`config.mk`:
```
export PLATFORM = sky130hd
export DESIGN_NAME = interrupt_accept_and_wakeup_control
export DESIGN_NICKNAME = d
export VERILOG_FILES = /design/src/logic/iaw_pkg.sv /design/src/logic/interrupt_accept_and_wakeup_control.sv
export VERILOG_INCLUDE_DIRS = /design/src /design/src/logic
export SDC_FILE = /design/constraint.sdc
export NUM_CORES = 1
export LEC_CHECK = 0
export BUFFER_PORTS_ARGS = -buffer_cell sky130_fd_sc_hd__buf_2
export CORE_MARGIN = 4
export CORE_UTILIZATION = 55
export DETAILED_ROUTE_END_ITERATION = 7
export PLACE_DENSITY = 0.85
export SETUP_SLACK_MARGIN = 0.2
export SYNTH_ARGS = -nofsm -noshare
export SYNTH_HDL_FRONTEND = slang
export SYNTH_SLANG_ARGS = --single-unit
```
`constraint.sdc`:
```
create_clock -name i_clk -period 3.85 [get_ports i_clk]
set_input_delay 0.1925 -clock i_clk [delete_from_list [all_inputs] [get_ports i_clk]]
set_output_delay 0.1925 -clock i_clk [all_outputs]
set_load 0.02 [all_outputs]
```
`src/logic/iaw_defs.svh`:
```
`ifndef IAW_DEFS_SVH
`define IAW_DEFS_SVH

// ****************************************************************
// Source slots, in fixed priority order (slot 0 is served first)
// ****************************************************************
`define IAW_NUM_SRC      12
`define IAW_SRC_EXT_A    0
`define IAW_SRC_EXT_B    1
`define IAW_SRC_CNTR_A   2
`define IAW_SRC_CNTR_B   3
`define IAW_SRC_TIMER_X  4
`define IAW_SRC_TIMER_Y  5
`define IAW_SRC_PERIPH   4

// ****************************************************************
// Processor status bits, vectors and reset values
// ****************************************************************
`define IAW_PS_I_BIT     2
`define IAW_PS_B_BIT     4
`define IAW_BRK_PC_STEP  16'h0002
`define IAW_VEC_BRK      4'hC
`define IAW_RST_DISABLE  1'b1

// ****************************************************************
// Sources that may end stop mode, unconditionally or with the serial clock
// ****************************************************************
`define IAW_STOP_WAKE_FIXED  12'h00F
`define IAW_STOP_WAKE_SERIAL 12'h700

`endif

```
`src/logic/iaw_pkg.sv`:
```
`default_nettype none

package iaw_pkg;

  // Acceptance and return sequencer
  typedef enum logic [3:0] {
    SQ_IDLE     = 4'b0000,
    SQ_POST     = 4'b0001,
    SQ_PUSH_PCH = 4'b0010,
    SQ_PUSH_PCL = 4'b0011,
    SQ_PUSH_PS  = 4'b0100,
    SQ_VEC_LO   = 4'b0101,
    SQ_VEC_HI   = 4'b0110,
    SQ_POP_PS   = 4'b0111,
    SQ_POP_PCL  = 4'b1000,
    SQ_POP_PCH  = 4'b1001
  } seq_state_t;

  // Low-power state of the core
  typedef enum logic [1:0] {
    LP_RUN  = 2'b00,
    LP_WAIT = 2'b01,
    LP_STOP = 2'b10
  } lp_mode_t;

  // Processor context that is saved and restored
  typedef struct packed {
    logic [15:0] pc;
    logic [7:0]  ps;
  } cpu_ctx_t;

  // Vector fetch request towards the core
  typedef struct packed {
    logic       fetch;
    logic       high_byte;
    logic [3:0] index;
  } vec_req_t;

endpackage : iaw_pkg

`default_nettype wire

```
`src/logic/interrupt_accept_and_wakeup_control.sv`:
```
// Function
// - Accept at instruction end, then post-process, push, fetch vector.
// - An enabled request in wait mode, or from a stop wake source in stop mode, returns the core to run.
// - Pins, key-on end stop and wait; timers 1,2, converter wait only.
// - Timer X and Y end stop only in event count mode.
// - Serial and arbitration end stop only with external or divided clock.
// - Accept a source only with request 1, enable 1 and disable flag 0.
// - Priority among sources is fixed by slot order in hardware.
// - Source event sets its request bit; acceptance clears it.
// - Software may clear request bits but never set them.
// - Enable bit 0 blocks a source, 1 allows it.
// - Disable flag 1 blocks all sources except the break.
// - Branching into a service routine sets the disable flag.
// - Polarity change may set the request; software disables around it.
// - Edge detection stays live while pins serve as port inputs.
// - Key-on wakeup is ignored outside stop and wait modes.
// - The break pushes program counter plus two.
// - Break with flag set vectors to highest pending enabled source.
// - Push PC high, PC low, status; return pops in reverse order.
// - Break sets the break flag and is always accepted.

`timescale 1ns/1ps
`default_nettype none

`include "iaw_defs.svh"

module interrupt_accept_and_wakeup_control
  import iaw_pkg::*;
(
  // Clock and reset
  input  wire logic                    i_clk,
  input  wire logic                    i_rst_n,
  // Pins, asynchronous to the core clock
  input  wire logic                    i_external_edge_pin_a,
  input  wire logic                    i_external_edge_pin_b,
  input  wire logic                    i_counter_pin_a,
  input  wire logic                    i_counter_pin_b,
  input  wire logic [7:0]              i_keyscan_port,
  // Configuration from the core's control registers
  input  wire logic [3:0]              i_edge_pol,
  input  wire logic                    i_keyon_sel,
  input  wire logic [`IAW_NUM_SRC-1:0] i_enable,
  input  wire logic                    i_timer_x_event_mode,
  input  wire logic                    i_timer_y_event_mode,
  input  wire logic                    i_serial_ext_clk,
  // Peripheral request pulses, same clock
  input  wire logic [7:0]              i_periph_event,
  // Software access to the request bits
  input  wire logic                    i_req_wr,
  input  wire logic [`IAW_NUM_SRC-1:0] i_req_wr_data,
  output logic [`IAW_NUM_SRC-1:0]      o_req_bits,
  // Core sequencer handshake
  input  wire logic                    i_instr_done,
  input  wire logic                    i_brk,
  input  wire logic                    i_rti,
  input  wire logic                    i_sei,
  input  wire logic                    i_cli,
  input  wire logic                    i_stop_enter,
  input  wire logic                    i_wait_enter,
  input  wire cpu_ctx_t                i_ctx,
  input  wire logic [7:0]              i_stack_rdata,
  output logic                         o_busy,
  output logic                         o_stack_push,
  output logic                         o_stack_pop,
  output logic [7:0]                   o_stack_wdata,
  output vec_req_t                     o_vec,
  output logic                         o_branch,
  output logic                         o_restore_valid,
  output cpu_ctx_t                     o_restore_ctx,
  // Status
  output logic                         o_int_disable,
  output lp_mode_t                     o_lp_mode,
  output logic                         o_wake
);

  // ****************************************************************
  // Declarations
  // ****************************************************************
  seq_state_t                sq_ff;
  seq_state_t                nxt_sq;
  lp_mode_t                  lp_ff;
  logic [11:0]               pin_s1_ff;
  logic [11:0]               pin_s2_ff;
  logic [3:0]                act_prev_ff;
  logic [3:0]                act;
  logic [3:0]                edge_evt;
  logic                      keyon_evt;
  logic [`IAW_NUM_SRC-1:0]   req_ff;
  logic [`IAW_NUM_SRC-1:0]   set_evt;
  logic [`IAW_NUM_SRC-1:0]   clr_sw;
  logic [`IAW_NUM_SRC-1:0]   clr_acc;
  logic [`IAW_NUM_SRC-1:0]   masked;
  logic [`IAW_NUM_SRC-1:0]   elig;
  logic [`IAW_NUM_SRC-1:0]   wake_mask;
  logic [4:0]                elig_pick;
  logic [4:0]                masked_pick;
  logic                      dis_ff;
  logic                      brk_pend_ff;
  logic                      accept;
  logic                      brk_take;
  logic [3:0]                win_idx;
  logic [3:0]                vec_idx_ff;
  cpu_ctx_t                  saved_ctx_ff;
  logic [7:0]                stack_wdata_ff;
  cpu_ctx_t                  restore_ctx_ff;
  logic                      restore_valid_ff;
  logic                      wake_ff;
  logic                      wake_now;

  // Lowest slot wins; returns {found, index}
  function automatic logic [4:0] first_set(
    input logic [`IAW_NUM_SRC-1:0] v
  );
    first_set = 5'h00;
    for (int k = `IAW_NUM_SRC - 1; k >= 0; k--)
    begin
      if (v[k])
        first_set = {1'b1, 4'(k)};
    end
  endfunction : first_set

  // ****************************************************************
  // Pin synchronisers and edge detection
  // ****************************************************************
  // Two flops per pin; edge logic reads only the second stage.
  // Reset to the idle-high pin level so no false falling edge follows reset.
  always_ff @(posedge i_clk or negedge i_rst_n)
  begin
    if (!i_rst_n)
    begin
      pin_s1_ff <= 12'hFFF;
      pin_s2_ff <= 12'hFFF;
    end
    else
    begin
      pin_s1_ff <= {i_keyscan_port, i_counter_pin_b, i_counter_pin_a,
                    i_external_edge_pin_b, i_external_edge_pin_a};
      pin_s2_ff <= pin_s1_ff;
    end
  end

  // Polarity 0 picks the falling edge. Flipping the polarity flips the
  // active level, so a change can itself look like an edge.
  assign act      = pin_s2_ff[3:0] ^ ~i_edge_pol;
  // No port-mode gating: detection runs whatever the pin is used for
  assign edge_evt = act & ~act_prev_ff;

  always_ff @(posedge i_clk or negedge i_rst_n)
  begin
    if (!i_rst_n)
      act_prev_ff <= 4'h0;
    else
      act_prev_ff <= act;
  end

  // Any low key line in stop or wait; a low key at entry fires at once
  assign keyon_evt = i_keyon_sel && !(&pin_s2_ff[11:4]) &&
                     (lp_ff != LP_RUN);

  // ****************************************************************
  // Request bits
  // ****************************************************************
  // Key-on shares the request slot of edge pin b
  assign set_evt = {i_periph_event, edge_evt[3:2],
                    (i_keyon_sel ? keyon_evt : edge_evt[1]),
                    edge_evt[0]};
  // Written 0 clears, written 1 leaves the bit alone
  assign clr_sw  = i_req_wr ? ~i_req_wr_data : '0;

  // A new event in the same cycle as a clear survives the clear
  always_ff @(posedge i_clk or negedge i_rst_n)
  begin
    if (!i_rst_n)
      req_ff <= '0;
    else
      req_ff <= (req_ff & ~clr_sw & ~clr_acc) | set_evt;
  end

  assign o_req_bits = req_ff;

  // ****************************************************************
  // Gating and fixed priority
  // ****************************************************************
  assign masked      = req_ff & i_enable;
  assign elig        = masked & {`IAW_NUM_SRC{~dis_ff}};
  assign elig_pick   = first_set(elig);
  assign masked_pick = first_set(masked);

  // Taken only between instructions and never on a return
  assign accept   = (sq_ff == SQ_IDLE) && i_instr_done && !i_rti &&
                    (brk_pend_ff || elig_pick[4]);
  assign brk_take = accept && brk_pend_ff;

  // Break with the flag set borrows the best pending enabled vector
  always_comb
  begin
    if (brk_take && dis_ff && masked_pick[4])
      win_idx = masked_pick[3:0];
    else if (brk_take)
      win_idx = `IAW_VEC_BRK;
    else
      win_idx = elig_pick[3:0];
  end

  // Only the winner is cleared; losers keep their request set
  always_comb
  begin
    clr_acc = '0;
    if (accept && !brk_take)
      clr_acc[win_idx] = 1'b1;
  end

  // ****************************************************************
  // Break pending and disable flag
  // ****************************************************************
  always_ff @(posedge i_clk or negedge i_rst_n)
  begin
    if (!i_rst_n)
      brk_pend_ff <= 1'b0;
    else if (i_brk)
      brk_pend_ff <= 1'b1;
    else if (brk_take)
      brk_pend_ff <= 1'b0;
  end

  // Hardware set on branch wins over a software clear
  always_ff @(posedge i_clk or negedge i_rst_n)
  begin
    if (!i_rst_n)
      dis_ff <= `IAW_RST_DISABLE;
    else if (sq_ff == SQ_VEC_HI)
      dis_ff <= 1'b1;
    else if (sq_ff == SQ_POP_PS)
      dis_ff <= i_stack_rdata[`IAW_PS_I_BIT];
    else if (i_sei)
      dis_ff <= 1'b1;
    else if (i_cli)
      dis_ff <= 1'b0;
  end

  assign o_int_disable = dis_ff;

  // ****************************************************************
  // Sequencer
  // ****************************************************************
  always_comb
  begin
    case (sq_ff)
      SQ_IDLE:
      begin
        if (i_rti && i_instr_done)
          nxt_sq = SQ_POP_PS;
        else if (accept)
          nxt_sq = SQ_POST;
        else
          nxt_sq = SQ_IDLE;
      end
      SQ_POST:     nxt_sq = SQ_PUSH_PCH;
      SQ_PUSH_PCH: nxt_sq = SQ_PUSH_PCL;
      SQ_PUSH_PCL: nxt_sq = SQ_PUSH_PS;
      SQ_PUSH_PS:  nxt_sq = SQ_VEC_LO;
      SQ_VEC_LO:   nxt_sq = SQ_VEC_HI;
      SQ_POP_PS:   nxt_sq = SQ_POP_PCL;
      SQ_POP_PCL:  nxt_sq = SQ_POP_PCH;
      default:     nxt_sq = SQ_IDLE;
    endcase
  end

  always_ff @(posedge i_clk or negedge i_rst_n)
  begin
    if (!i_rst_n)
      sq_ff <= SQ_IDLE;
    else
      sq_ff <= nxt_sq;
  end

  // Snapshot of the context at acceptance; break skips one byte
  always_ff @(posedge i_clk or negedge i_rst_n)
  begin
    if (!i_rst_n)
    begin
      saved_ctx_ff <= '0;
      vec_idx_ff   <= 4'h0;
    end
    else if (accept)
    begin
      saved_ctx_ff.pc <= brk_take ? i_ctx.pc + `IAW_BRK_PC_STEP
                                  : i_ctx.pc;
      saved_ctx_ff.ps <= i_ctx.ps;
      saved_ctx_ff.ps[`IAW_PS_I_BIT] <= dis_ff;
      saved_ctx_ff.ps[`IAW_PS_B_BIT] <= brk_take;
      vec_idx_ff      <= win_idx;
    end
  end

  // Push data is staged one state ahead of each push
  always_ff @(posedge i_clk or negedge i_rst_n)
  begin
    if (!i_rst_n)
      stack_wdata_ff <= 8'h00;
    else
    begin
      case (sq_ff)
        SQ_POST:     stack_wdata_ff <= saved_ctx_ff.pc[15:8];
        SQ_PUSH_PCH: stack_wdata_ff <= saved_ctx_ff.pc[7:0];
        SQ_PUSH_PCL: stack_wdata_ff <= saved_ctx_ff.ps;
        default:     stack_wdata_ff <= stack_wdata_ff;
      endcase
    end
  end

  // Pops arrive status first, then low and high counter bytes
  always_ff @(posedge i_clk or negedge i_rst_n)
  begin
    if (!i_rst_n)
    begin
      restore_ctx_ff   <= '0;
      restore_valid_ff <= 1'b0;
    end
    else
    begin
      restore_valid_ff <= (sq_ff == SQ_POP_PCH);
      case (sq_ff)
        SQ_POP_PS:  restore_ctx_ff.ps       <= i_stack_rdata;
        SQ_POP_PCL: restore_ctx_ff.pc[7:0]  <= i_stack_rdata;
        SQ_POP_PCH: restore_ctx_ff.pc[15:8] <= i_stack_rdata;
        default:    restore_ctx_ff          <= restore_ctx_ff;
      endcase
    end
  end

  // Handshake strobes except o_restore_valid are decoded straight from the state
  assign o_busy          = (sq_ff != SQ_IDLE);
  assign o_stack_push    = (sq_ff == SQ_PUSH_PCH) || (sq_ff == SQ_PUSH_PCL) ||
                           (sq_ff == SQ_PUSH_PS);
  assign o_stack_pop     = (sq_ff == SQ_POP_PS) || (sq_ff == SQ_POP_PCL) ||
                           (sq_ff == SQ_POP_PCH);
  assign o_stack_wdata   = stack_wdata_ff;
  assign o_vec.fetch     = (sq_ff == SQ_VEC_LO) || (sq_ff == SQ_VEC_HI);
  assign o_vec.high_byte = (sq_ff == SQ_VEC_HI);
  assign o_vec.index     = vec_idx_ff;
  assign o_branch        = (sq_ff == SQ_VEC_HI);
  assign o_restore_valid = restore_valid_ff;
  assign o_restore_ctx   = restore_ctx_ff;

  // ****************************************************************
  // Stop and wait modes
  // ****************************************************************
  // Timer 1, timer 2 and converter are absent from the stop set
  always_comb
  begin
    wake_mask = `IAW_STOP_WAKE_FIXED;
    wake_mask[`IAW_SRC_TIMER_X] = i_timer_x_event_mode;
    wake_mask[`IAW_SRC_TIMER_Y] = i_timer_y_event_mode;
    if (i_serial_ext_clk)
      wake_mask = wake_mask | `IAW_STOP_WAKE_SERIAL;
    if (lp_ff == LP_WAIT)
      wake_mask = '1;
  end

  // Wake ignores the disable flag so a masked core still resumes
  assign wake_now = (lp_ff != LP_RUN) && |(masked & wake_mask);

  always_ff @(posedge i_clk or negedge i_rst_n)
  begin
    if (!i_rst_n)
    begin
      lp_ff   <= LP_RUN;
      wake_ff <= 1'b0;
    end
    else
    begin
      wake_ff <= wake_now;
      if (wake_now)
        lp_ff <= LP_RUN;
      else if (i_stop_enter)
        lp_ff <= LP_STOP;
      else if (i_wait_enter)
        lp_ff <= LP_WAIT;
    end
  end

  assign o_lp_mode = lp_ff;
  assign o_wake    = wake_ff;
endmodule : interrupt_accept_and_wakeup_control

`default_nettype wire

```
# After elaboration in Yosys (flattened, before gate mapping)
# Cells that the tools add are included.
[classes] add_sub_neg=1 order_cmp=2 eq_ne=10 n_mux=47 bitwise=14 n_reduce_logical=30
[ops] op="$mux W5" count=24
[ops] op="$and A12 B12 Y12" count=5
[ops] op="$mux W12" count=3
[ops] op="$not A12 Y12" count=3
[ops] op="$pmux W4 S8" count=1
[ops] op="$pmux W8 S3" count=1
[ops] op="$add A16 B2 Y16 const B" count=1
[ops] op="$eq A4 B3 Y1 const B" count=4
[ops] op="$mux W16" count=1
[ops] op="$logic_and A1 B1 Y1" count=12
[ops] op="$or A12 B12 Y12" count=1
[ops] op="$reduce_or A12 Y1" count=1
[ops] op="$mux W11" count=1
[ops] op="$mux W1" count=9
[ops] op="$eq A4 B2 Y1 const B" count=2
[ops] op="$eq A4 B4 Y1 const B" count=2
[ops] op="$mux W4" count=2
[ops] op="$not A4 Y4" count=2
[ops] op="$reduce_and A8 Y1" count=1
[ops] op="$reduce_bool A4 Y1" count=2
[ops] op="$logic_or A1 B1 Y1" count=6
[ops] op="$mux W2" count=3
[ops] op="$reduce_bool A3 Y1" count=2
[ops] op="$lt A4 B5 Y1 const B" count=1
[ops] op="other kinds (11)" count=14
[totals] ff_bits=110 in_bits=94 output_inout_bits=59 wordCells=121

# Longest topological paths before layout
[logic_depth] word_depth=28 mapped_depth=10 ltp_nobuf=6

# Worst setup path before layout
# No wires, ideal clock.
[synth_timing] kind="register to register" startpoint="register req_ff[6] (netlist: o_req_bits[6])" endpoint="register vec_idx_ff[0]" setup_ns=0.077 arrival_time_ns=2.132 t_required_ns=3.773 setup_slack_ns=1.641 path_stages_with_launch=10 n_path_buf=3 synth_period_minus_slack_ns=2.209 path_cell_list="dfrtp_1 > a22o_1 > or4_1 > clkbuf_1 > o21ai_4 > and2_1 > buf_4 > buf_6 > nand2_1 > o21ai_1"
[synth_via] elab_chain_cells=15 elab_cells_between_ends=23 classes_between="mux (16); bitwise (2); reduce/logical (5)"
[synth_rtl] element="from (decl)" line_no="interrupt_accept_and_wakeup_control.sv:88" rtl="logic [`IAW_NUM_SRC-1:0] req_ff;"
[synth_rtl] element="from (signal assigned)" line_no="interrupt_accept_and_wakeup_control.sv:176" rtl="req_ff <= (req_ff & ~clr_sw & ~clr_acc) | set_evt;"
[synth_rtl] element="$and A12 B12 Y12 *" line_no="interrupt_accept_and_wakeup_control.sv:184" rtl="assign masked = req_ff & i_enable;"
[synth_rtl] element="$and A12 B12 Y12" line_no="interrupt_accept_and_wakeup_control.sv:185" rtl="assign elig = masked & {`IAW_NUM_SRC{~dis_ff}};"
[synth_rtl] element="$mux W5 (7 in series)" line_no="interrupt_accept_and_wakeup_control.sv:117" rtl="if (v[k])"
[synth_rtl] element="$logic_or A1 B1 Y1" line_no="interrupt_accept_and_wakeup_control.sv:191" rtl="(brk_pend_ff || elig_pick[4]);"
[synth_rtl] element="$logic_and A1 B1 Y1" line_no="interrupt_accept_and_wakeup_control.sv:190" rtl="assign accept = (sq_ff == SQ_IDLE) && i_instr_done && !i_rti &&"
[synth_rtl] element="$logic_and A1 B1 Y1" line_no="interrupt_accept_and_wakeup_control.sv:192" rtl="assign brk_take = accept && brk_pend_ff;"
[synth_rtl] element="$logic_and A1 B1 Y1 (2 in series)" line_no="interrupt_accept_and_wakeup_control.sv:197" rtl="if (brk_take && dis_ff && masked_pick[4])"
[synth_rtl] element="$mux W4" line_no="interrupt_accept_and_wakeup_control.sv:197"
[synth_rtl] element="to (signal assigned)" line_no="interrupt_accept_and_wakeup_control.sv:292" rtl="vec_idx_ff <= win_idx;"
[synth_rtl] element="to (decl)" line_no="interrupt_accept_and_wakeup_control.sv:102" rtl="logic [3:0] vec_idx_ff;"
# Every way passes the cells marked *; elsewhere a longest branch is shown, timed or not.
# A chain may end at the register's enable or synchronous reset.

# Final worst setup path
[layout_timing] startpoint="register sq_ff[0]" endpoint="register saved_ctx_ff[16] in the netlist's numbering"
[layout_via] elab_chain_cells=6
[layout_rtl] element="from (decl)" line_no="interrupt_accept_and_wakeup_control.sv:79" rtl="seq_state_t sq_ff;"
[layout_rtl] element="from (signal assigned)" line_no="interrupt_accept_and_wakeup_control.sv:274" rtl="sq_ff <= nxt_sq;"
[layout_rtl] element="$logic_not A4 Y1 *" line_no="interrupt_accept_and_wakeup_control.sv:190"
[layout_rtl] element="$logic_and A1 B1 Y1 * (3 in series)" line_no="interrupt_accept_and_wakeup_control.sv:190"
[layout_rtl] element="$logic_and A1 B1 Y1" line_no="interrupt_accept_and_wakeup_control.sv:192"
[layout_rtl] element="$mux W16" line_no="interrupt_accept_and_wakeup_control.sv:287" rtl="saved_ctx_ff.pc <= brk_take ? i_ctx.pc + `IAW_BRK_PC_STEP"
[layout_rtl] element="to (decl)" line_no="interrupt_accept_and_wakeup_control.sv:103" rtl="cpu_ctx_t saved_ctx_ff;"
# Marks and branches as above.

==> impl_metrics.csv <==
group,metric,value,unit
outcome,status,"finished, final reports clean",
cells_and_area,num_antenna_cells,0,
floorplan,die-area,10600,sq um
critical_path,critical-path-top-delay-family,"simple AND/OR/NAND/NOR gates",
drt,initialDrtViolationCount,151,
cells_and_area,drive_above_1_share,36.1,%
clock_tree,cts_buffer_depth,2,
drt,drc,0,
pwr,p_sw,1610,uW
logic_synthesis,synth_nets,562,
critical_path,start_kind,"flop",
place,place.detailed.hpwl,9130,um
job,drv_cap,0,
pwr,seqPwrFrac,45.2,%
cells_and_area,area_growth,23.2,%
clock_tree,cts_resized,0,
cells_and_area,layoutNonFillerInstCount,742,
critical_path,reg2reg_to,"saved_ctx_ff[16]",
timing,worst_clock_skew,0.0168,ns
grt,track_usage,24.7,%
logic_synthesis,avgSynthCellArea,10.6,sq um
logic_synthesis,yosys_register_bits,110,
grt,grt_overflow,0,
floorplan,fp.dieW,103,um
logic_synthesis,yosys_warnings,0,
logic_synthesis,ys_top_cells_by_count,"dfrtp_1, nand2_1, o21ai_0",
min_path,hp-class,"in -> reg",
critical_path,crit_fanout,33,
critical_path,arrival,2.75,ns
timing,setup_viol,0,
floorplan,coreArea,8720,sq um
critical_path,startpoint,"sq_ff[0]",
logic_synthesis,ys_types,56,
critical_path,path_class,"reg -> reg",
drt,ant_nets,0,
floorplan,rows,34,
clock_tree,cts_tree,"done",
clock_tree,cts.clk_slew.worst_paths,0.11,ns
logic_synthesis,synth_edf_count,0,
timing,period_share,65.3,%
timing,layout_min_cycle_time,2.51,ns
clock_tree,cts_root_buffer,"clkbuf_8",
logic_synthesis,synth_top_area_share,43.1,%
logic_synthesis,synth.area.top_cells,"dfrtp_1, dfstp_2, nand2_1",
clock_tree,h-tree-depth,3,
clock_tree,cts_inserted_buffers,9,
timing,tightest_slew,0.939,ns
drt,vias_per_cell,5.53,
logic_synthesis,ys_seq_area_share,56.4,%
critical_path,cp.required,4.09,ns
pwr,swShare,40.4,%
cells_and_area,nets,724,
grt,grt_max_degree,73,
timing,final-max-slew-violation-count,0,
place,globalplace.congestion,0.858,
drt,wirelength,12500,um
grt,grt_pass1_wl,20300,um
logic_synthesis,synthArstFlopShare,100,%
pwr,clkPwrFrac,16.7,%
drt,drt-pass1-iter-count,6,
place,dp_cells,710,
logic_synthesis,synth_ff_type,"dfrtp_1",
cells_and_area,postLayoutCoreUtil,69.8,%
clock_tree,cts_setup_buffers,0,
floorplan,io_pins,153,
timing,relSlewSlack,37.0,%
logic_synthesis,netlist_instances,467,
logic_synthesis,synth_top_cell_by_area,"dfrtp_1",
pwr,power_frac_comb,38.1,%
min_path,hp-start,"i_edge_pol[1]",
clock_tree,worstSkewPairLatency,0.37,ns
min_path,whs_endpoint,"act_prev_ff[1]",
critical_path,cp_slowest_cell,"dfrtp_1",
critical_path,cp-end-kind,"flop",
pwr,power_leakage,0.00289,uW
critical_path,path_buf_inv,1,
place,portBuffers,150,
clock_tree,ctsHoldBuffers,15,
critical_path,path_cells,"or4_4 > nor2_1 > nand2_2 > and2_1 > buf_4 > nand2_1 > o21ai_0",
timing,fmax,398,MHz
critical_path,r2r_slack,1.34,ns
drt,num_vias,4104,
pwr,p_per_area,653,nW/um^2
critical_path,worst_r2r_path_depth,7,
critical_path,worstReg2RegStart,"sq_ff[0]",
floorplan,initial_core_util,56.6,%
grt,antenna_found_initial,0,
pwr,internal_power,2370,uW
clock_tree,cts_sinks,110,
min_path,hold_depth,2,
timing,rsz0062_at_grt,"false",
timing,finalHoldViolations,0,
pwr,ir_worst_vdd,0.516,mV
timing,tns,0,ns
floorplan,die-height,103,um
logic_synthesis,netlist_area,4940,sq um
drt,routedWlPerCell,16.9,um
grt,grt_pass1_vias,4212,
critical_path,cpPeakStageDelay,0.66,ns
[worst max path at each step]
stage / endpoint / slack, ns / depth (start not counted)
final: saved_ctx_ff[16] / 1.34 / 7
after global routing: saved_ctx_ff[12] / 1.19 / 7
after CTS: saved_ctx_ff[16] / 1.36 / 7
after detailed placement: saved_ctx_ff[16] / 1.38 / 7
after global placement: saved_ctx_ff[16] / 1.43 / 6
after floorplan: vec_idx_ff[0] / 1.64 / 9
[final cells by class]
cell class              count  area [sq um]
clock buffers              10           128
clock inverters             6          62.6
fillers                   659          2630
inverters                  10          37.5
multi-input cells         329          2000
flip-flops and latches    110          2780
well taps                 108           135
repair buffers            169           936
[metrics by stage]
stage	total power, uW	hold slack [ns]	area [sq um]	setup slack [ns]
after detailed placement	3320	0.299	5740	1.38
after CTS	3990	0.00141	6080	1.36
after global placement	3240	0.297	5740	1.43
final	3980	0.0183	6090	1.34
after floorplan	2810	-0.103	4940	1.64
after global routing	4270	0.00516	6090	1.19
[worst reg2reg max path: stages (launching register included)]
cell and delay [ns]:
dfrtp_1 0.66, or4_4 0.59, nor2_1 0.30, nand2_2 0.18
and2_1 0.23, buf_4 0.24, nand2_1 0.11, o21ai_0 0.09
[registers in the layout, summed over array words and instances, names as in the netlist]
signal           cells
saved_ctx_ff        24
brk_pend_ff          1
o_req_bits          12
o_lp_mode            2
act_prev_ff          4
o_stack_wdata        8
o_wake               1
sq_ff                4
o_int_disable        1
vec_idx_ff           4
o_restore_ctx       24
o_restore_valid      1
pin_s1_ff           12
pin_s2_ff           12
[metal layers]
| metal | global-route usage, % | vias up | share of wire (%) |
|---|---|---|---|
| met4 | 7.47 | 0 | 1.8 |
| li1 | - | 1947 | - |
| met3 | 6.09 | 22 | 7.8 |
| met5 | 0 | - | 0 |
| met1 | 30.3 | 1969 | 38 |
| met2 | 43.2 | 166 | 52 |
[power groups by stage]
| stage | registers [uW] | clock network [uW] | logic, uW |
|---|---|---|---|
| 2_1_floorplan | 1960 | 0 | 856 |
| 3_3_place_gp | 1780 | 0 | 1460 |
| 3_5_place_dp | 1810 | 0 | 1510 |
| 4_1_cts | 1790 | 677 | 1520 |
| 5_1_grt | 1850 | 727 | 1690 |
| 6_report | 1800 | 664 | 1520 |
[layout by cell type, fill, tap and decap left out, types with 4 or more instances in the layout]
cell type      count
and2_1             4
nor2_1            25
dfstp_2           25
xnor2_1            9
o21bai_1           4
dfrtp_1           85
a22o_1             4
dlygate4sd3_1     16
o21ai_1           11
nand4_1            6
mux2i_1           10
or2_2              4
inv_1             10
nand3_1            8
nor3_1             7
nand2_1           85
buf_4              4
nand2b_1          12
mux2_2            24
o21ai_0           43
xor2_1             8
buf_2            149
a21oi_1           17
clkbuf_8           9
a31oi_1            9
[cells by family (layout without fill, tap and decap cells)]
group                    count (synthesis)  count (layout)  share of synthesized area (%)
adder cells (fa/ha/maj)                  1               1                          0.253
AO/OA/AOI/OAI                          108             108                           13.4
multiplexers                            34              34                           7.50
AND/OR/NAND/NOR                        169             169                           16.4
buffers and inverters                   28             195                           3.06
XOR/XNOR                                17              17                           3.01
flip-flops                             110             110                           56.4
(Power assumes the default switching activity.)
